**config.mk**
```make
export PLATFORM = sky130hd
export DESIGN_NAME = input_ov_fault_response
export DESIGN_NICKNAME = d
export VERILOG_FILES = /design/src/design/ovw_pkg.sv /design/src/design/input_ov_fault_response.sv /design/src/design/ovw_delay_timer.sv /design/src/design/ovw_user_store.sv
export SDC_FILE = /design/constraint.sdc
export NUM_CORES = 1
export LEC_CHECK = 0
export ABC_AREA = 1
export BUFFER_PORTS_ARGS = -buffer_cell sky130_fd_sc_hd__buf_2
export CAP_MARGIN = 20
export CORE_ASPECT_RATIO = 1.4
export CORE_MARGIN = 2
export CORE_UTILIZATION = 38
export CTS_BUF_LIST = sky130_fd_sc_hd__clkbuf_8
export CTS_CLUSTER_DIAMETER = 50
export DETAILED_ROUTE_END_ITERATION = 16
export HOLD_SLACK_MARGIN = 0.03
export SYNTH_ARGS = -nofsm -noshare
export SYNTH_HDL_FRONTEND = slang
export SYNTH_SLANG_ARGS = --single-unit
```
**constraint.sdc**
```tcl
create_clock -name core_clk_in -period 3.8 [get_ports core_clk_in]
set_input_delay 0.57 -clock core_clk_in [delete_from_list [all_inputs] [get_ports core_clk_in]]
set_output_delay 0.57 -clock core_clk_in [all_outputs]
set_load 0.02 [all_outputs]
```
**src/design/ovw_pkg.sv**
```systemverilog
/*
 * Shared constants, state encoding and delay decode for the input
 * over-voltage warning response block.
 * Assumes one core clock and a command port driven by a PMBus front end.
 */
// Function
// - Response byte at 0xC4: action, retries, delay.
// - Action 00: keep regulating, no shutdown.
// - Action 01: run for delay, then retry.
// - Action 10: disable at once, then retry.
// - Action 11: stay off until fault cleared.
// - Clearing the status bit clears fault.
// - Clear-faults command or reset pin clears fault.
// - Off-then-on command clears the fault.
// - Retry 000: never restart, stay off.
// - Retry 1-4: try that often, then off.
// - Attempts start one delay interval apart.
// - 16-byte user store at 0xB0, read back.
// - Delay codes 1-7 mean 2 to 128 units.
// - Retry 5, 6 times; 111 retries forever.
package ovw_pkg;

    // ==========================================================
    // Command codes and field layout
    localparam logic [7:0] CODE_USER_STORE = 8'hb0;
    localparam logic [7:0] CODE_WARN_ACTION = 8'hc4;
    localparam int ACT_HI = 7;
    localparam int ACT_LO = 6;
    localparam int RETRY_HI = 5;
    localparam int RETRY_LO = 3;
    localparam int DELAY_HI = 2;
    localparam int DELAY_LO = 0;

    // ==========================================================
    // Reset values and special field codes
    localparam logic [7:0] WARN_ACTION_RESET = 8'h00;
    localparam logic [127:0] USER_STORE_RESET = 128'h0;
    localparam logic [2:0] RETRY_NONE = 3'h0;
    localparam logic [2:0] RETRY_FOREVER = 3'h7;
    localparam int STORE_W = 128;
    localparam int UNITS_W = 8;

    typedef enum logic [1:0] {
        ACT_IGNORE,
        ACT_DELAY,
        ACT_DISABLE_RETRY,
        ACT_LATCH
    } action_t;

    typedef enum logic [2:0] {
        ST_RUN,
        ST_GRACE,
        ST_RETRY_WAIT,
        ST_RETRY_TRY,
        ST_LATCHED
    } resp_state_t;

    // ==========================================================
    // Delay code to unit count; code 0 means no wait at all.
    function automatic logic [UNITS_W-1:0] delay_units(input logic [2:0] code);
        delay_units = (code == 3'h0) ? 8'h00 : (8'h01 << code);
    endfunction : delay_units

endpackage : ovw_pkg

```
**src/design/input_ov_fault_response.sv**
```systemverilog
/*
 * Input over-voltage warning response: command port for the response byte and
 * user store, the fault latch, its clearing paths and the retry sequencer.
 * Assumes warning, control and reset pins are asynchronous, the operation
 * command and unit tick come from logic on the core clock.
 */
`timescale 1ns/1ps
module input_ov_fault_response (
    input wire logic core_clk_in,
    input wire logic sys_rst_in,
    input wire logic cmd_write_in,
    input wire logic cmd_read_in,
    input wire logic [7:0] cmd_code_in,
    input wire logic [ovw_pkg::STORE_W-1:0] cmd_wdata_in,
    output logic [ovw_pkg::STORE_W-1:0] cmd_rdata_out,
    output logic cmd_ack_out,
    output logic cmd_nack_out,
    input wire logic clear_faults_in,
    input wire logic clear_warn_bit_in,
    input wire logic fault_reset_pin_in,
    input wire logic ctrl_pin_in,
    input wire logic operation_on_in,
    input wire logic vin_ov_warn_in,
    input wire logic unit_tick_in,
    output logic power_enable_out,
    output logic warn_latched_out,
    output logic [2:0] retry_count_out,
    output logic restarting_out
);
    import ovw_pkg::*;

    // ==========================================================
    // State
    typedef struct packed {
        logic warn_s1;
        logic warn_s2;
        logic ctrl_s1;
        logic ctrl_s2;
        logic rst_s1;
        logic rst_s2;
        logic warn_prev;
        logic on_prev;
        logic [7:0] resp;
        resp_state_t state;
        logic [2:0] tries;
        logic latched;
        logic pwr_en;
        logic restarting;
        logic timer_start;
        logic [STORE_W-1:0] rdata;
        logic ack;
        logic nack;
    } core_t;

    core_t st;
    core_t next_st;

    logic [STORE_W-1:0] store_data;
    logic timer_done;
    logic store_write;
    logic on_cmd;
    logic on_rise;
    logic warn_rise;
    logic clr;
    action_t act;
    logic [2:0] retry_set;
    logic [2:0] delay_code;

    // ==========================================================
    // Decoded events
    assign act = action_t'(st.resp[ACT_HI:ACT_LO]);
    assign retry_set = st.resp[RETRY_HI:RETRY_LO];
    assign delay_code = st.resp[DELAY_HI:DELAY_LO];
    assign on_cmd = st.ctrl_s2 && operation_on_in;
    assign on_rise = on_cmd && !st.on_prev;
    assign warn_rise = st.warn_s2 && !st.warn_prev;
    assign clr = clear_warn_bit_in || clear_faults_in || st.rst_s2 || on_rise;
    assign store_write = cmd_write_in && (cmd_code_in == CODE_USER_STORE);

    // ==========================================================
    // Submodules
    ovw_user_store #(
        .WIDTH(STORE_W)
    ) u_store (
        .core_clk_in(core_clk_in),
        .sys_rst_in(sys_rst_in),
        .write_in(store_write),
        .wdata_in(cmd_wdata_in),
        .data_out(store_data)
    );

    ovw_delay_timer #(
        .UNITS_W(UNITS_W)
    ) u_timer (
        .core_clk_in(core_clk_in),
        .sys_rst_in(sys_rst_in),
        .start_in(st.timer_start),
        .units_in(delay_units(delay_code)),
        .tick_in(unit_tick_in),
        .done_out(timer_done)
    );

    // ==========================================================
    // Next state
    always_comb begin
        resp_state_t cur;
        logic [2:0] cur_tries;
        cur = st.state;
        cur_tries = st.tries;
        next_st = st;
        next_st.warn_s1 = vin_ov_warn_in;
        next_st.warn_s2 = st.warn_s1;
        next_st.ctrl_s1 = ctrl_pin_in;
        next_st.ctrl_s2 = st.ctrl_s1;
        next_st.rst_s1 = fault_reset_pin_in;
        next_st.rst_s2 = st.rst_s1;
        next_st.warn_prev = st.warn_s2;
        next_st.on_prev = on_cmd;
        next_st.timer_start = 1'b0;
        next_st.ack = 1'b0;
        next_st.nack = 1'b0;

        // Command port; a read returns the value held before any write in the same cycle.
        if (cmd_write_in || cmd_read_in) begin
            if (cmd_code_in == CODE_WARN_ACTION) begin
                next_st.ack = 1'b1;
                next_st.rdata = {{(STORE_W-8){1'b0}}, st.resp};
                if (cmd_write_in) begin
                    next_st.resp = cmd_wdata_in[7:0];
                end
            end else if (cmd_code_in == CODE_USER_STORE) begin
                next_st.ack = 1'b1;
                next_st.rdata = store_data;
            end else begin
                next_st.nack = 1'b1;
            end
        end

        // A new warning in the clearing cycle still latches.
        if (warn_rise) begin
            next_st.latched = 1'b1;
        end else if (clr) begin
            next_st.latched = 1'b0;
        end

        // Commanded off also ends an endless retry run.
        if (clr || !on_cmd) begin
            cur = ST_RUN;
            cur_tries = 3'h0;
        end
        next_st.state = cur;
        next_st.tries = cur_tries;

        if (on_cmd) begin
            case (cur)
                ST_RUN: begin
                    if (warn_rise) begin
                        case (act)
                            ACT_IGNORE: begin
                                next_st.state = ST_RUN;
                            end
                            ACT_DELAY: begin
                                next_st.state = ST_GRACE;
                                next_st.timer_start = 1'b1;
                            end
                            ACT_DISABLE_RETRY: begin
                                if (retry_set == RETRY_NONE) begin
                                    next_st.state = ST_LATCHED;
                                end else begin
                                    next_st.state = ST_RETRY_WAIT;
                                    next_st.timer_start = 1'b1;
                                end
                            end
                            default: begin
                                next_st.state = ST_LATCHED;
                            end
                        endcase
                    end
                end
                ST_GRACE: begin
                    if (timer_done) begin
                        if (!st.warn_s2) begin
                            next_st.state = ST_RUN;
                        end else if (retry_set == RETRY_NONE) begin
                            next_st.state = ST_LATCHED;
                        end else begin
                            next_st.state = ST_RETRY_WAIT;
                            next_st.timer_start = 1'b1;
                        end
                    end
                end
                ST_RETRY_WAIT: begin
                    if (timer_done) begin
                        next_st.state = ST_RETRY_TRY;
                        next_st.tries = cur_tries + 3'h1;
                        next_st.timer_start = 1'b1;
                    end
                end
                ST_RETRY_TRY: begin
                    if (timer_done) begin
                        if (!st.warn_s2) begin
                            next_st.state = ST_RUN;
                            next_st.tries = 3'h0;
                        end else if (retry_set != RETRY_FOREVER && cur_tries >= retry_set) begin
                            next_st.state = ST_LATCHED;
                        end else begin
                            next_st.timer_start = 1'b1;
                            if (cur_tries != RETRY_FOREVER) begin
                                next_st.tries = cur_tries + 3'h1;
                            end
                        end
                    end
                end
                ST_LATCHED: begin
                    next_st.state = ST_LATCHED;
                end
                default: begin
                    next_st.state = ST_RUN;
                end
            endcase
        end

        next_st.pwr_en = on_cmd && (next_st.state == ST_RUN || next_st.state == ST_GRACE
            || next_st.state == ST_RETRY_TRY);
        next_st.restarting = (next_st.state == ST_RETRY_WAIT || next_st.state == ST_RETRY_TRY);
    end

    // ==========================================================
    // Registers
    always_ff @(posedge core_clk_in) begin
        if (sys_rst_in) begin
            st <= '0;
            st.resp <= WARN_ACTION_RESET;
            st.state <= ST_RUN;
        end else begin
            st <= next_st;
        end
    end

    assign cmd_rdata_out = st.rdata;
    assign cmd_ack_out = st.ack;
    assign cmd_nack_out = st.nack;
    assign power_enable_out = st.pwr_en;
    assign warn_latched_out = st.latched;
    assign retry_count_out = st.tries;
    assign restarting_out = st.restarting;
endmodule : input_ov_fault_response

```
**src/design/ovw_delay_timer.sv**
```systemverilog
/*
 * Interval timer counting delay-unit ticks after a start pulse.
 * Assumes the unit tick is a one-cycle pulse on the core clock.
 */
`timescale 1ns/1ps
module ovw_delay_timer #(
    parameter int UNITS_W = ovw_pkg::UNITS_W
) (
    input wire logic core_clk_in,
    input wire logic sys_rst_in,
    input wire logic start_in,
    input wire logic [UNITS_W-1:0] units_in,
    input wire logic tick_in,
    output logic done_out
);
    import ovw_pkg::*;

    typedef struct packed {
        logic busy;
        logic [UNITS_W-1:0] target;
        logic [UNITS_W-1:0] count;
        logic done;
    } timer_t;

    timer_t st;
    timer_t next_st;

    // ==========================================================
    // A restart aborts any interval in flight, so each attempt is timed from its own start.
    always_comb begin
        next_st = st;
        next_st.done = 1'b0;
        if (start_in) begin
            next_st.target = units_in;
            next_st.count = '0;
            next_st.busy = (units_in != '0);
            next_st.done = (units_in == '0);
        end else if (st.busy && tick_in) begin
            next_st.count = st.count + 1'b1;
            if (st.count + 1'b1 == st.target) begin
                next_st.busy = 1'b0;
                next_st.done = 1'b1;
            end
        end
    end

    always_ff @(posedge core_clk_in) begin
        if (sys_rst_in) begin
            st <= '0;
        end else begin
            st <= next_st;
        end
    end

    assign done_out = st.done;

endmodule : ovw_delay_timer

```
**src/design/ovw_user_store.sv**
```systemverilog
/*
 * Sixteen-byte user data store written and read whole.
 * Assumes the caller decodes the command code into a write strobe.
 */
`timescale 1ns/1ps
module ovw_user_store #(
    parameter int WIDTH = ovw_pkg::STORE_W
) (
    input wire logic core_clk_in,
    input wire logic sys_rst_in,
    input wire logic write_in,
    input wire logic [WIDTH-1:0] wdata_in,
    output logic [WIDTH-1:0] data_out
);
    import ovw_pkg::*;

    typedef struct packed {
        logic [WIDTH-1:0] bytes;
    } store_t;

    store_t st;
    store_t next_st;

    // ==========================================================
    always_comb begin
        next_st = st;
        if (write_in) begin
            next_st.bytes = wdata_in;
        end
    end

    always_ff @(posedge core_clk_in) begin
        if (sys_rst_in) begin
            st.bytes <= WIDTH'(USER_STORE_RESET);
        end else begin
            st <= next_st;
        end
    end

    assign data_out = st.bytes;

endmodule : ovw_user_store

```
Word level (Yosys, flattened, before mapping)
Cells that the tools add are included.
{"block": "word_totals", "reg_bits": 302, "latch_bits": 0, "ramBits": 0, "mem_bits_ro": 0, "in_bits": 147, "out_inout_bits": 136, "word_cells": 117, "memories": 0}
{"block": "op_classes", "add_sub_neg": 2, "mul": 0, "n_div": 0, "n_lt_le_gt_ge": 1, "n_eq_ne": 14, "n_shift": 1, "mux": 38, "bitwise": 2, "n_reduce_logical": 36}
{"operator": "129-bit 2-to-1 mux", "n": 2}
{"operator": "3-bit 2-to-1 mux", "n": 9}
{"operator": "6-bit 2-to-1 mux", "n": 4}
{"operator": "1-bit 2-to-1 mux", "n": 17}
{"operator": "8-bit equality test (second input constant)", "n": 2}
{"operator": "3-bit one-hot mux with 5 select lines", "n": 1}
{"operator": "3-bit by 2-bit equality test with 1-bit output (second input constant)", "n": 4}
{"operator": "3-bit zero test", "n": 4}
{"operator": "3-bit one-hot mux with 3 select lines", "n": 1}
{"operator": "8-bit by 1-bit adder with 8-bit output (second input constant)", "n": 1}
{"operator": "8-bit equality test", "n": 1}
{"operator": "8-bit zero test", "n": 1}
{"operator": "1-bit logical OR", "n": 8}
{"operator": "8-bit 2-to-1 mux", "n": 1}
{"operator": "2-bit nonzero test", "n": 4}
{"operator": "8-bit nonzero test", "n": 1}
{"operator": "1-bit by 3-bit << shifter with 8-bit output (first input constant)", "n": 1}
{"operator": "1-bit logical AND", "n": 7}
{"operator": "3-bit by 1-bit equality test with 1-bit output (second input constant)", "n": 2}
{"operator": "3-bit inequality test (second input constant)", "n": 2}
{"operator": "3-bit one-hot mux with 2 select lines", "n": 1}
{"operator": "2-bit OR reduction", "n": 3}
{"operator": "1-bit one-hot mux with 4 select lines", "n": 1}
{"operator": "2-bit AND reduction", "n": 2}
{"operator": "11 further kinds", "n": 14}

Logic depth before layout (Yosys ltp)
Gate-level depths: netlist of run 1.
{"block": "logic_depth", "word_depth": 16, "ltp_mapped": 18}

Hierarchy
Synthesis of run 1 repeated with hierarchy kept, for this count alone.
{"block": "hier_totals", "hier_cells": 1899, "hier_area_um2": 13255.2}
{"mod": "input_ov_fault_response", "instances": 1, "cells_per_inst": 941, "area_each_um2": 7084.3}
{"mod": "ovw_user_store", "instances": 1, "cells_per_inst": 811, "area_each_um2": 5206.2}
{"mod": "ovw_delay_timer", "instances": 1, "cells_per_inst": 147, "area_each_um2": 964.7}

Least setup slack after synthesis of run 1
Ideal clock, no wire load.
{"block": "synth_path", "kind": "input port to flip-flop", "startpoint": "input port operation_on_in", "endpoint": "register st (netlist bit power_enable_out)", "arrival_ns": 2.119, "t_required_ns": 3.688, "path_slack_ns": 1.568, "cell_stages": 15, "path_buffers": 0, "cell_sequence": "nand2_1 -> nor2_1 -> nor2_2 -> nand3_1 -> ha_1 -> o21ai_0 -> a21oi_1 -> nand2_1 -> nand3_1 -> nand2_1 -> nand2_1 -> nand2_1 -> nand2_1 -> nor2_1 -> nor2_1"}
{"block": "synth_between", "elab_chain_len": 16}
{"element": "start, declared", "line_no": "input_ov_fault_response.sv:22", "rtl": "input wire logic operation_on_in,"}
{"element": "1-bit logical AND *", "line_no": "input_ov_fault_response.sv:74", "rtl": "assign on_cmd = st.ctrl_s2 && operation_on_in;"}
{"element": "1-bit logical AND", "line_no": "input_ov_fault_response.sv:75", "rtl": "assign on_rise = on_cmd && !st.on_prev;"}
{"element": "1-bit logical OR", "line_no": "input_ov_fault_response.sv:77", "rtl": "assign clr = clear_warn_bit_in || clear_faults_in || st.rst_s2 || on_rise;"}
{"element": "1-bit logical OR", "line_no": "input_ov_fault_response.sv:147", "rtl": "if (clr || !on_cmd) begin"}
{"element": "3-bit 2-to-1 mux", "line_no": "input_ov_fault_response.sv:147"}
{"element": "3-bit greater-or-equal comparator", "line_no": "input_ov_fault_response.sv:204", "rtl": "end else if (retry_set != RETRY_FOREVER && cur_tries >= retry_set) begin"}
{"element": "1-bit logical AND", "line_no": "input_ov_fault_response.sv:204"}
{"element": "3-bit 2-to-1 mux", "line_no": "input_ov_fault_response.sv:204"}
{"element": "6-bit 2-to-1 mux", "line_no": "input_ov_fault_response.sv:201", "rtl": "if (!st.warn_s2) begin"}
{"element": "6-bit 2-to-1 mux", "line_no": "input_ov_fault_response.sv:200", "rtl": "if (timer_done) begin"}
{"element": "3-bit one-hot mux with 5 select lines", "line_no": "input_ov_fault_response.sv:155", "rtl": "case (cur)"}
{"element": "6-bit 2-to-1 mux", "line_no": "input_ov_fault_response.sv:154", "rtl": "if (on_cmd) begin"}
{"element": "3-bit by 1-bit equality test with 1-bit output / 3-bit zero test (equally long branches)", "line_no": "input_ov_fault_response.sv:223", "rtl": "next_st.pwr_en = on_cmd && (next_st.state == ST_RUN || next_st.state == ST_GRACE"}
{"element": "1-bit logical OR", "line_no": "input_ov_fault_response.sv:223"}
{"element": "1-bit logical OR", "line_no": "input_ov_fault_response.sv:224", "rtl": "|| next_st.state == ST_RETRY_TRY);"}
{"element": "1-bit logical AND *", "line_no": "input_ov_fault_response.sv:223"}
{"element": "end signal, assigned", "line_no": "input_ov_fault_response.sv:236", "rtl": "st <= next_st;"}
{"element": "end, declared", "line_no": "input_ov_fault_response.sv:55", "rtl": "core_t st;"}
Mark *: on every way between the ends. The rest lies on a longest branch, timed or not.
A chain may end at the register's enable or synchronous reset.

Final worst setup path of run 1
{"block": "layout_path", "startpoint": "register st[152] in the netlist's numbering", "endpoint": "register st (netlist bit retry_count_out[1])"}
{"block": "layout_between", "elab_chain_len": 12}
{"element": "1-bit logical AND *", "line_no": "input_ov_fault_response.sv:74"}
{"element": "1-bit logical AND", "line_no": "input_ov_fault_response.sv:75"}
{"element": "1-bit logical OR", "line_no": "input_ov_fault_response.sv:77"}
{"element": "1-bit logical OR", "line_no": "input_ov_fault_response.sv:147"}
{"element": "3-bit 2-to-1 mux", "line_no": "input_ov_fault_response.sv:147"}
{"element": "3-bit by 1-bit adder with 3-bit output (tied with other cells)", "line_no": "input_ov_fault_response.sv:195, input_ov_fault_response.sv:209"}
{"element": "3-bit 2-to-1 mux / 1-bit logical AND (equally long branches)", "line_no": "input_ov_fault_response.sv:208, input_ov_fault_response.sv:204"}
{"element": "3-bit 2-to-1 mux", "line_no": "input_ov_fault_response.sv:204"}
{"element": "6-bit 2-to-1 mux", "line_no": "input_ov_fault_response.sv:201"}
{"element": "6-bit 2-to-1 mux", "line_no": "input_ov_fault_response.sv:200"}
{"element": "3-bit one-hot mux with 2 select lines", "line_no": "input_ov_fault_response.sv:155"}
{"element": "6-bit 2-to-1 mux *", "line_no": "input_ov_fault_response.sv:154"}
Marks and branches as above.

==> results of run 1 <==
per-stage QoR:
step	cells	hold slack (ns)	instance area (um2)	total power (W)
floorplan	1585	0.388	12400	0.00332
detailed placement	2057	0.398	13000	0.00344
finish	2149	0.197	14000	0.00615
CTS	2142	0.148	14000	0.00626
global placement	2057	0.390	13000	0.00343
global route	2146	0.172	14000	0.00642
kinds of logic after synthesis:
group                    count (synthesis)
AO/OA/AOI/OAI                          450
flip-flops                             301
adder cells (fa/ha/maj)                  9
XOR/XNOR                                10
AND/OR/NAND/NOR                        410
buffers and inverters                  405
worst max-delay path, cell delays in order (launching register included):
cell and delay [ns]:
dfxtp_1 0.30, nand2_1 0.10, nor2_1 0.06, nor2_2 0.22
nand3_1 0.23, ha_1 0.35, nor2_1 0.05, nand2_1 0.05
inv_1 0.04, a21oi_1 0.19, nand2_1 0.17, nand2_1 0.16
nand2_1 0.07, nand3_1 0.07, nand2_1 0.06, nand2_1 0.08
a21oi_1 0.05
final cells by class:
class | count | share of cell area
Tap cell | 400 | 0.0358
Antenna cell | 7 | 0.00125
Sequential cell | 301 | 0.431
Clock buffer | 62 | 0.0610
Multi-Input combinational cell | 879 | 0.299
Inverter | 184 | 0.0497
Timing Repair Buffer | 293 | 0.113
Clock inverter | 23 | 0.00904
report_power, final:
group          total (W)  switching (W)  internal, W  leakage, nW
clock            0.00278        0.00126      0.00153        0.560
sequential       0.00317     0.00000416      0.00316         2.43
combinational   0.000195       0.000117    0.0000784         2.70
total            0.00615        0.00138      0.00477         5.68
cell usage in the layout (no fill, tap or decap), types with 6 or more instances in the layout:
| cell type | netlist | final |
|---|---|---|
| nand2_1 | 311 | 310 |
| o22ai_1 | 10 | 10 |
| nand3_1 | 24 | 23 |
| nand2_2 | 6 | 6 |
| buf_12 | 0 | 7 |
| a21oi_1 | 278 | 278 |
| clkbuf_8 | 0 | 62 |
| o21ai_0 | 151 | 151 |
| xor2_1 | 8 | 8 |
| nand4_1 | 8 | 8 |
| nor2_1 | 43 | 43 |
| dfxtp_1 | 301 | 301 |
| clkinv_2 | 1 | 6 |
| diode_2 | 0 | 7 |
| ha_1 | 9 | 9 |
| inv_1 | 181 | 196 |
| buf_2 | 4 | 281 |
worst max path at each step:
stage	from	endpoint	slack, ns
after CTS	st[152]	power_enable_out	1.49
after detailed placement	cmd_code_in[1]	cmd_rdata_out[2]	0.99
final	st[152]	retry_count_out[1]	1.43
after global placement	cmd_code_in[5]	cmd_rdata_out[7]	1.03
after global routing	st[152]	retry_count_out[0]	1.15
after floorplan	operation_on_in	power_enable_out	1.57
state kept, by name, summed over array words and instances (netlist names), 2 cells and up:
name	cells
retry_count_out	3
retry_set	3
next_st	4
u_timer.st	16
u_store.data_out	128
delay_code	3
act	2
st	8
cmd_rdata_out	128
layer usage:
metal / track usage / share of wire
met1: 0.195 / 0.40
met4: 0.0835 / 0.041
met5: 0 / 0.00023
met2: 0.311 / 0.50
met3: 0.0457 / 0.058
==> impl_metrics.csv, run 1 <==
group,metric,value,unit
sta,fin_setup_tns,0,ns
synth,netlist-cell-type-count,34,
power,p_leak,5.68,nW
sta,finClkSkew,0.0110,ns
clock_tree,post_cts_buffers,0,
clock_tree,cts_buffers,49,
synth,synth_top_family_by_area,"compound AO/OA/AOI/OAI gates",
floorplan,die_area,34000,um2
place,place.detailed.hpwl,20200,um
setup_path,r2r_slack,1.43,ns
route,drc,0,
floorplan,die_y,217,um
final_layout,nets,1864,
synth,synth-seq-cells,301,
synth,synthCells,1585,
sta,max-slew-margin-rel,0.422,
final_layout,area_growth,13.1,%
global_route,grt_max_degree,99,
setup_path,arrival,2.82,ns
setup_path,rr_endpoint,"retry_count_out[1]",
final_layout,fillCellCount,3334,
synth,synth_fa_ha_area_frac,0.00911,
synth,synth_ff_type,"dfxtp_1",
sta,rsz0062_at_grt,"no",
setup_path,end_kind,"flip-flop",
global_route,antenna_found_initial,7,
sta,fin_crit,2.37,ns
clock_tree,cts_tree,"built",
final_layout,register_area,6030,um2
route,drt_first_pass_iters,6,
clock_tree,cts_root_buf,"clkbuf_8",
synth,muxShareOfSynthArea,0,
synth,synth_common_cells,"nand2_1 (311), dfxtp_1 (301), a21oi_1 (278), inv_1 (181), o21ai_0 (151)",
synth,async_flop_share,0,
route,drt-vias-per-instance,4.75,
synth,synth_most_common_cell,"nand2_1",
place,port_buffers,282,
route,routedWlPerCell,14.2,um
synth,netlist_area,12400,um2
clock_tree,clk_latency,0.57,ns
clock_tree,cts_num_sinks,301,
floorplan,die_x,156,um
sta,fin_crit_sh,0.623,
job,cap_viol_max_count,0,
synth,ys_seq_area_frac,0.487,
route,wl,30600,um
sta,final_hold_viol_count,0,
synth,synth-compound-area-share,0.186,
global_route,grt_pass1_wl,48400,um
floorplan,rows,78,
synth,synth_top_area_frac,0.487,
clock_tree,htree_levels,2,
sta,drv_slew,0,
clock_tree,cts_resized,0,
synth,synthSimpleGateAreaFrac,0.135,
clock_tree,cts_hold_buf,0,
run_status,status,"finished, final reports clean",
synth,synth_area_leaders,"dfxtp_1 (49%), a21oi_1 (11%), nand2_1 (9.4%), buf_4 (8.0%), o21ai_0 (6.1%)",
route,dr_total_vias,10200,
place,routabilityCongestion,0.854,
sta,fmax,423,MHz
power,p_per_area,440,nW/um2
synth,avgSynthCellArea,7.80,um2
global_route,grtUsageTotal,0.176,
hold_path,hold_depth,3,
hold_path,worstHoldStart,"ctrl_pin_in",
route,ant_nets,0,
route,first_iter_violations,483,
setup_path,crit_required,4.25,ns
setup_path,reg2reg_depth,16,
sta,max_slew.worst_pin.slew,0.867,ns
synth,synth_xor_area_frac,0.00708,
power,max-vdd-ir-drop,297,uV
sta,setup_viol,0,
synth,syn-num-nets,1741,
final_layout,multi_input_area,4180,um2
global_route,grt-ovfl-total,0,
setup_path,timing.rr.start,"st[152]",
synth,synth_edf_count,0,
floorplan,ioPinCount,283,
synth,synth_largest_area_cell,"dfxtp_1",
setup_path,cp_max_fo,5,
floorplan,core_region_area,32200,um2
sta,worst_slack,1.43,ns
setup_path,crit_type,"reg2reg",
hold_path,holdPathEnd,"next_st[152]",
place,pre_cts_slack,0.990,ns
floorplan,start_util,0.384,
final_layout,layout-drive-gt1-share,0.219,
clock_tree,clockBufferDepth,3,
setup_path,critPathLaunchType,"flip-flop",
clock_tree,clk_pin_slew,0.06,ns
hold_path,hold_class,"in2reg",
global_route,grt_pass1_vias,9654,
synth,yosysWarnings,0,
final_layout,fin_util,0.434,
Note: power is estimated with default switching activity, not from simulation.
==> run 2, diff against run 1 <==
Clock period 3.8 ns to 2.15 ns, I/O delays scaled along.
==> impl_metrics.csv, run 2 (synthesis results as in run 1) <==
group,metric,value,unit
run_status,status,"finished, final reports clean",
final_layout,layout-drive-gt1-share,0.213,
place,port_buffers,282,
clock_tree,htree_levels,2,
route,dr_total_vias,10800,
power,max-vdd-ir-drop,442,uV
sta,whs,0.0610,ns
global_route,grtUsageTotal,0.185,
route,wl,32000,um
clock_tree,cts_root_buf,"clkbuf_8",
global_route,antenna_found_initial,2,
setup_path,crit_chain,"nor2_1 > nand2_1 > nor2_2 > nand3_2 > ha_4 > nor2_1 > nand2_1 > inv_1 > a21oi_1 > nand2_1 > nand3_1 > nand2_1 > nand2_1 > nand3_1 > nor2_1 > nor2_1",
clock_tree,cts_tree,"built",
global_route,grt_pass1_vias,10600,
floorplan,rows,78,
power,p_leak,6.23,nW
route,first_iter_violations,401,
floorplan,die_area,34000,um2
job,cap_viol_max_count,0,
setup_path,reg2reg_depth,16,
route,drt-vias-per-instance,4.75,
sta,max-slew-margin-rel,0.514,
global_route,grt_pass1_wl,51000,um
sta,fin_setup_tns,0,ns
sta,final_hold_viol_count,0,
floorplan,start_util,0.384,
sta,fmax,513,MHz
sta,max_slew.worst_pin.slew,0.726,ns
clock_tree,clk_pin_slew,0.06,ns
place,place.detailed.hpwl,20500,um
setup_path,cp_max_fo,4,
hold_path,hold_depth,3,
setup_path,end_kind,"flip-flop",
floorplan,ioPinCount,283,
final_layout,nets,1991,
setup_path,critPathLaunchType,"flip-flop",
final_layout,area_growth,23.1,%
floorplan,core_region_area,32200,um2
route,ant_nets,0,
final_layout,layout.cells.most_common,"nand2_1",
setup_path,r2r_slack,0.20,ns
setup_path,crit_type,"reg2reg",
setup_path,crit_top_cell,"nand2_1",
setup_path,cp_slowest_cell,"dfxtp_1",
clock_tree,cts_buffers,50,
route,drc,0,
floorplan,die_x,156,um
global_route,grt_max_degree,163,
sta,finClkSkew,0.0213,ns
sta,rsz0062_at_grt,"no",
route,routedWlPerCell,14.1,um
final_layout,mostFrequentLayoutCells,"nand2_1 (309), dfxtp_1 (301), buf_2 (281), a21oi_1 (278), inv_1 (198)",
sta,fin_crit_sh,0.907,
route,drt_first_pass_iters,5,
clock_tree,clk_latency,0.58,ns
global_route,grt-ovfl-total,0,
setup_path,crit_required,2.61,ns
setup_path,slowest_delay,0.31,ns
hold_path,hold_class,"in2reg",
sta,setup_viol,0,
sta,fin_crit,1.95,ns
sta,drv_slew,0,
clock_tree,cts_num_sinks,301,
place,routabilityCongestion,0.863,
power,p_per_area,726,nW/um2
clock_tree,clockBufferDepth,3,
setup_path,arrival,2.41,ns
floorplan,die_y,217,um
==> run 2: cell types whose count changed in the layout (fill, tap and decap cells not counted), sizes merged, moves of 2 or more <==
cell         change
buf             +15
dlygate4sd3    +111
inv              +5
clkinv           -2
diode            -5
==> run 2: through the flow <==
stage / util / setup slack, ns / power [W] / std cells / cell area, um2
2_1_floorplan: - / 0.166 / 0.00587 / 1585 / 12400
3_3_place_gp: 0.407 / 0.0696 / 0.00609 / 2071 / 13100
3_5_place_dp: 0.407 / 0.0514 / 0.00609 / 2071 / 13100
4_1_cts: 0.471 / 0.176 / 0.0112 / 2268 / 15200
5_1_grt: 0.472 / 0.0156 / 0.0115 / 2271 / 15200
6_report: 0.472 / 0.200 / 0.0110 / 2271 / 15200
==> run 2: timing repair <==
item / in CTS / in global routing
endpoints found under the hold margin: 113 / 0
hold buffers: 111 / 0
setup endpoints to repair: 0 / 7
setup buffers: 0 / 1
gates resized for setup: 0 / 5
==> run 2: area by class of cell <==
cell class	count	area, um2
Fill cell	3198	17000
Sequential cell	301	6030
Multi-Input combinational cell	879	4200
Timing Repair Buffer	419	2810
Clock buffer	61	840
Inverter	184	694
Tap cell	400	500
Clock inverter	25	141
Antenna cell	2	5.00
==> run 2: power breakdown <==
part,internal (W),leakage (nW),switching [W]
clock,0.00268,0.570,0.00223
sequential,0.00559,2.43,0.00000758
combinational,0.000282,3.23,0.000247
total,0.00855,6.23,0.00249
==> run 2: final timing paths <==
path,startpoint,end
worst min register to register,next_st[154],next_st[149]
worst max register to register,st[150],power_enable_out
worst min-delay path,cmd_wdata_in[19],u_store.data_out[19]
worst max-delay path,st[150],power_enable_out
==> run 2: layer usage <==
metal | track usage | part of all wire | vias to the layer above | routed length (um)
li1 | - | - | 5454 | -
met1 | 0.198 | 0.39 | 4933 | 12500
met2 | 0.329 | 0.50 | 300 | 16100
met3 | 0.0419 | 0.051 | 106 | 1630
met4 | 0.110 | 0.054 | 0 | 1730
met5 | 0 | 0 | - | 0
==> run 2: worst max-delay path: cells and delay by family (launching register included) <==
family / cells / cell delay (ns)
adder cells (fa/ha/maj): 1 / 0.28
AO/OA/AOI/OAI: 1 / 0.15
AND/OR/NAND/NOR: 13 / 1.07
flip-flops: 1 / 0.31
buffers and inverters: 1 / 0.04
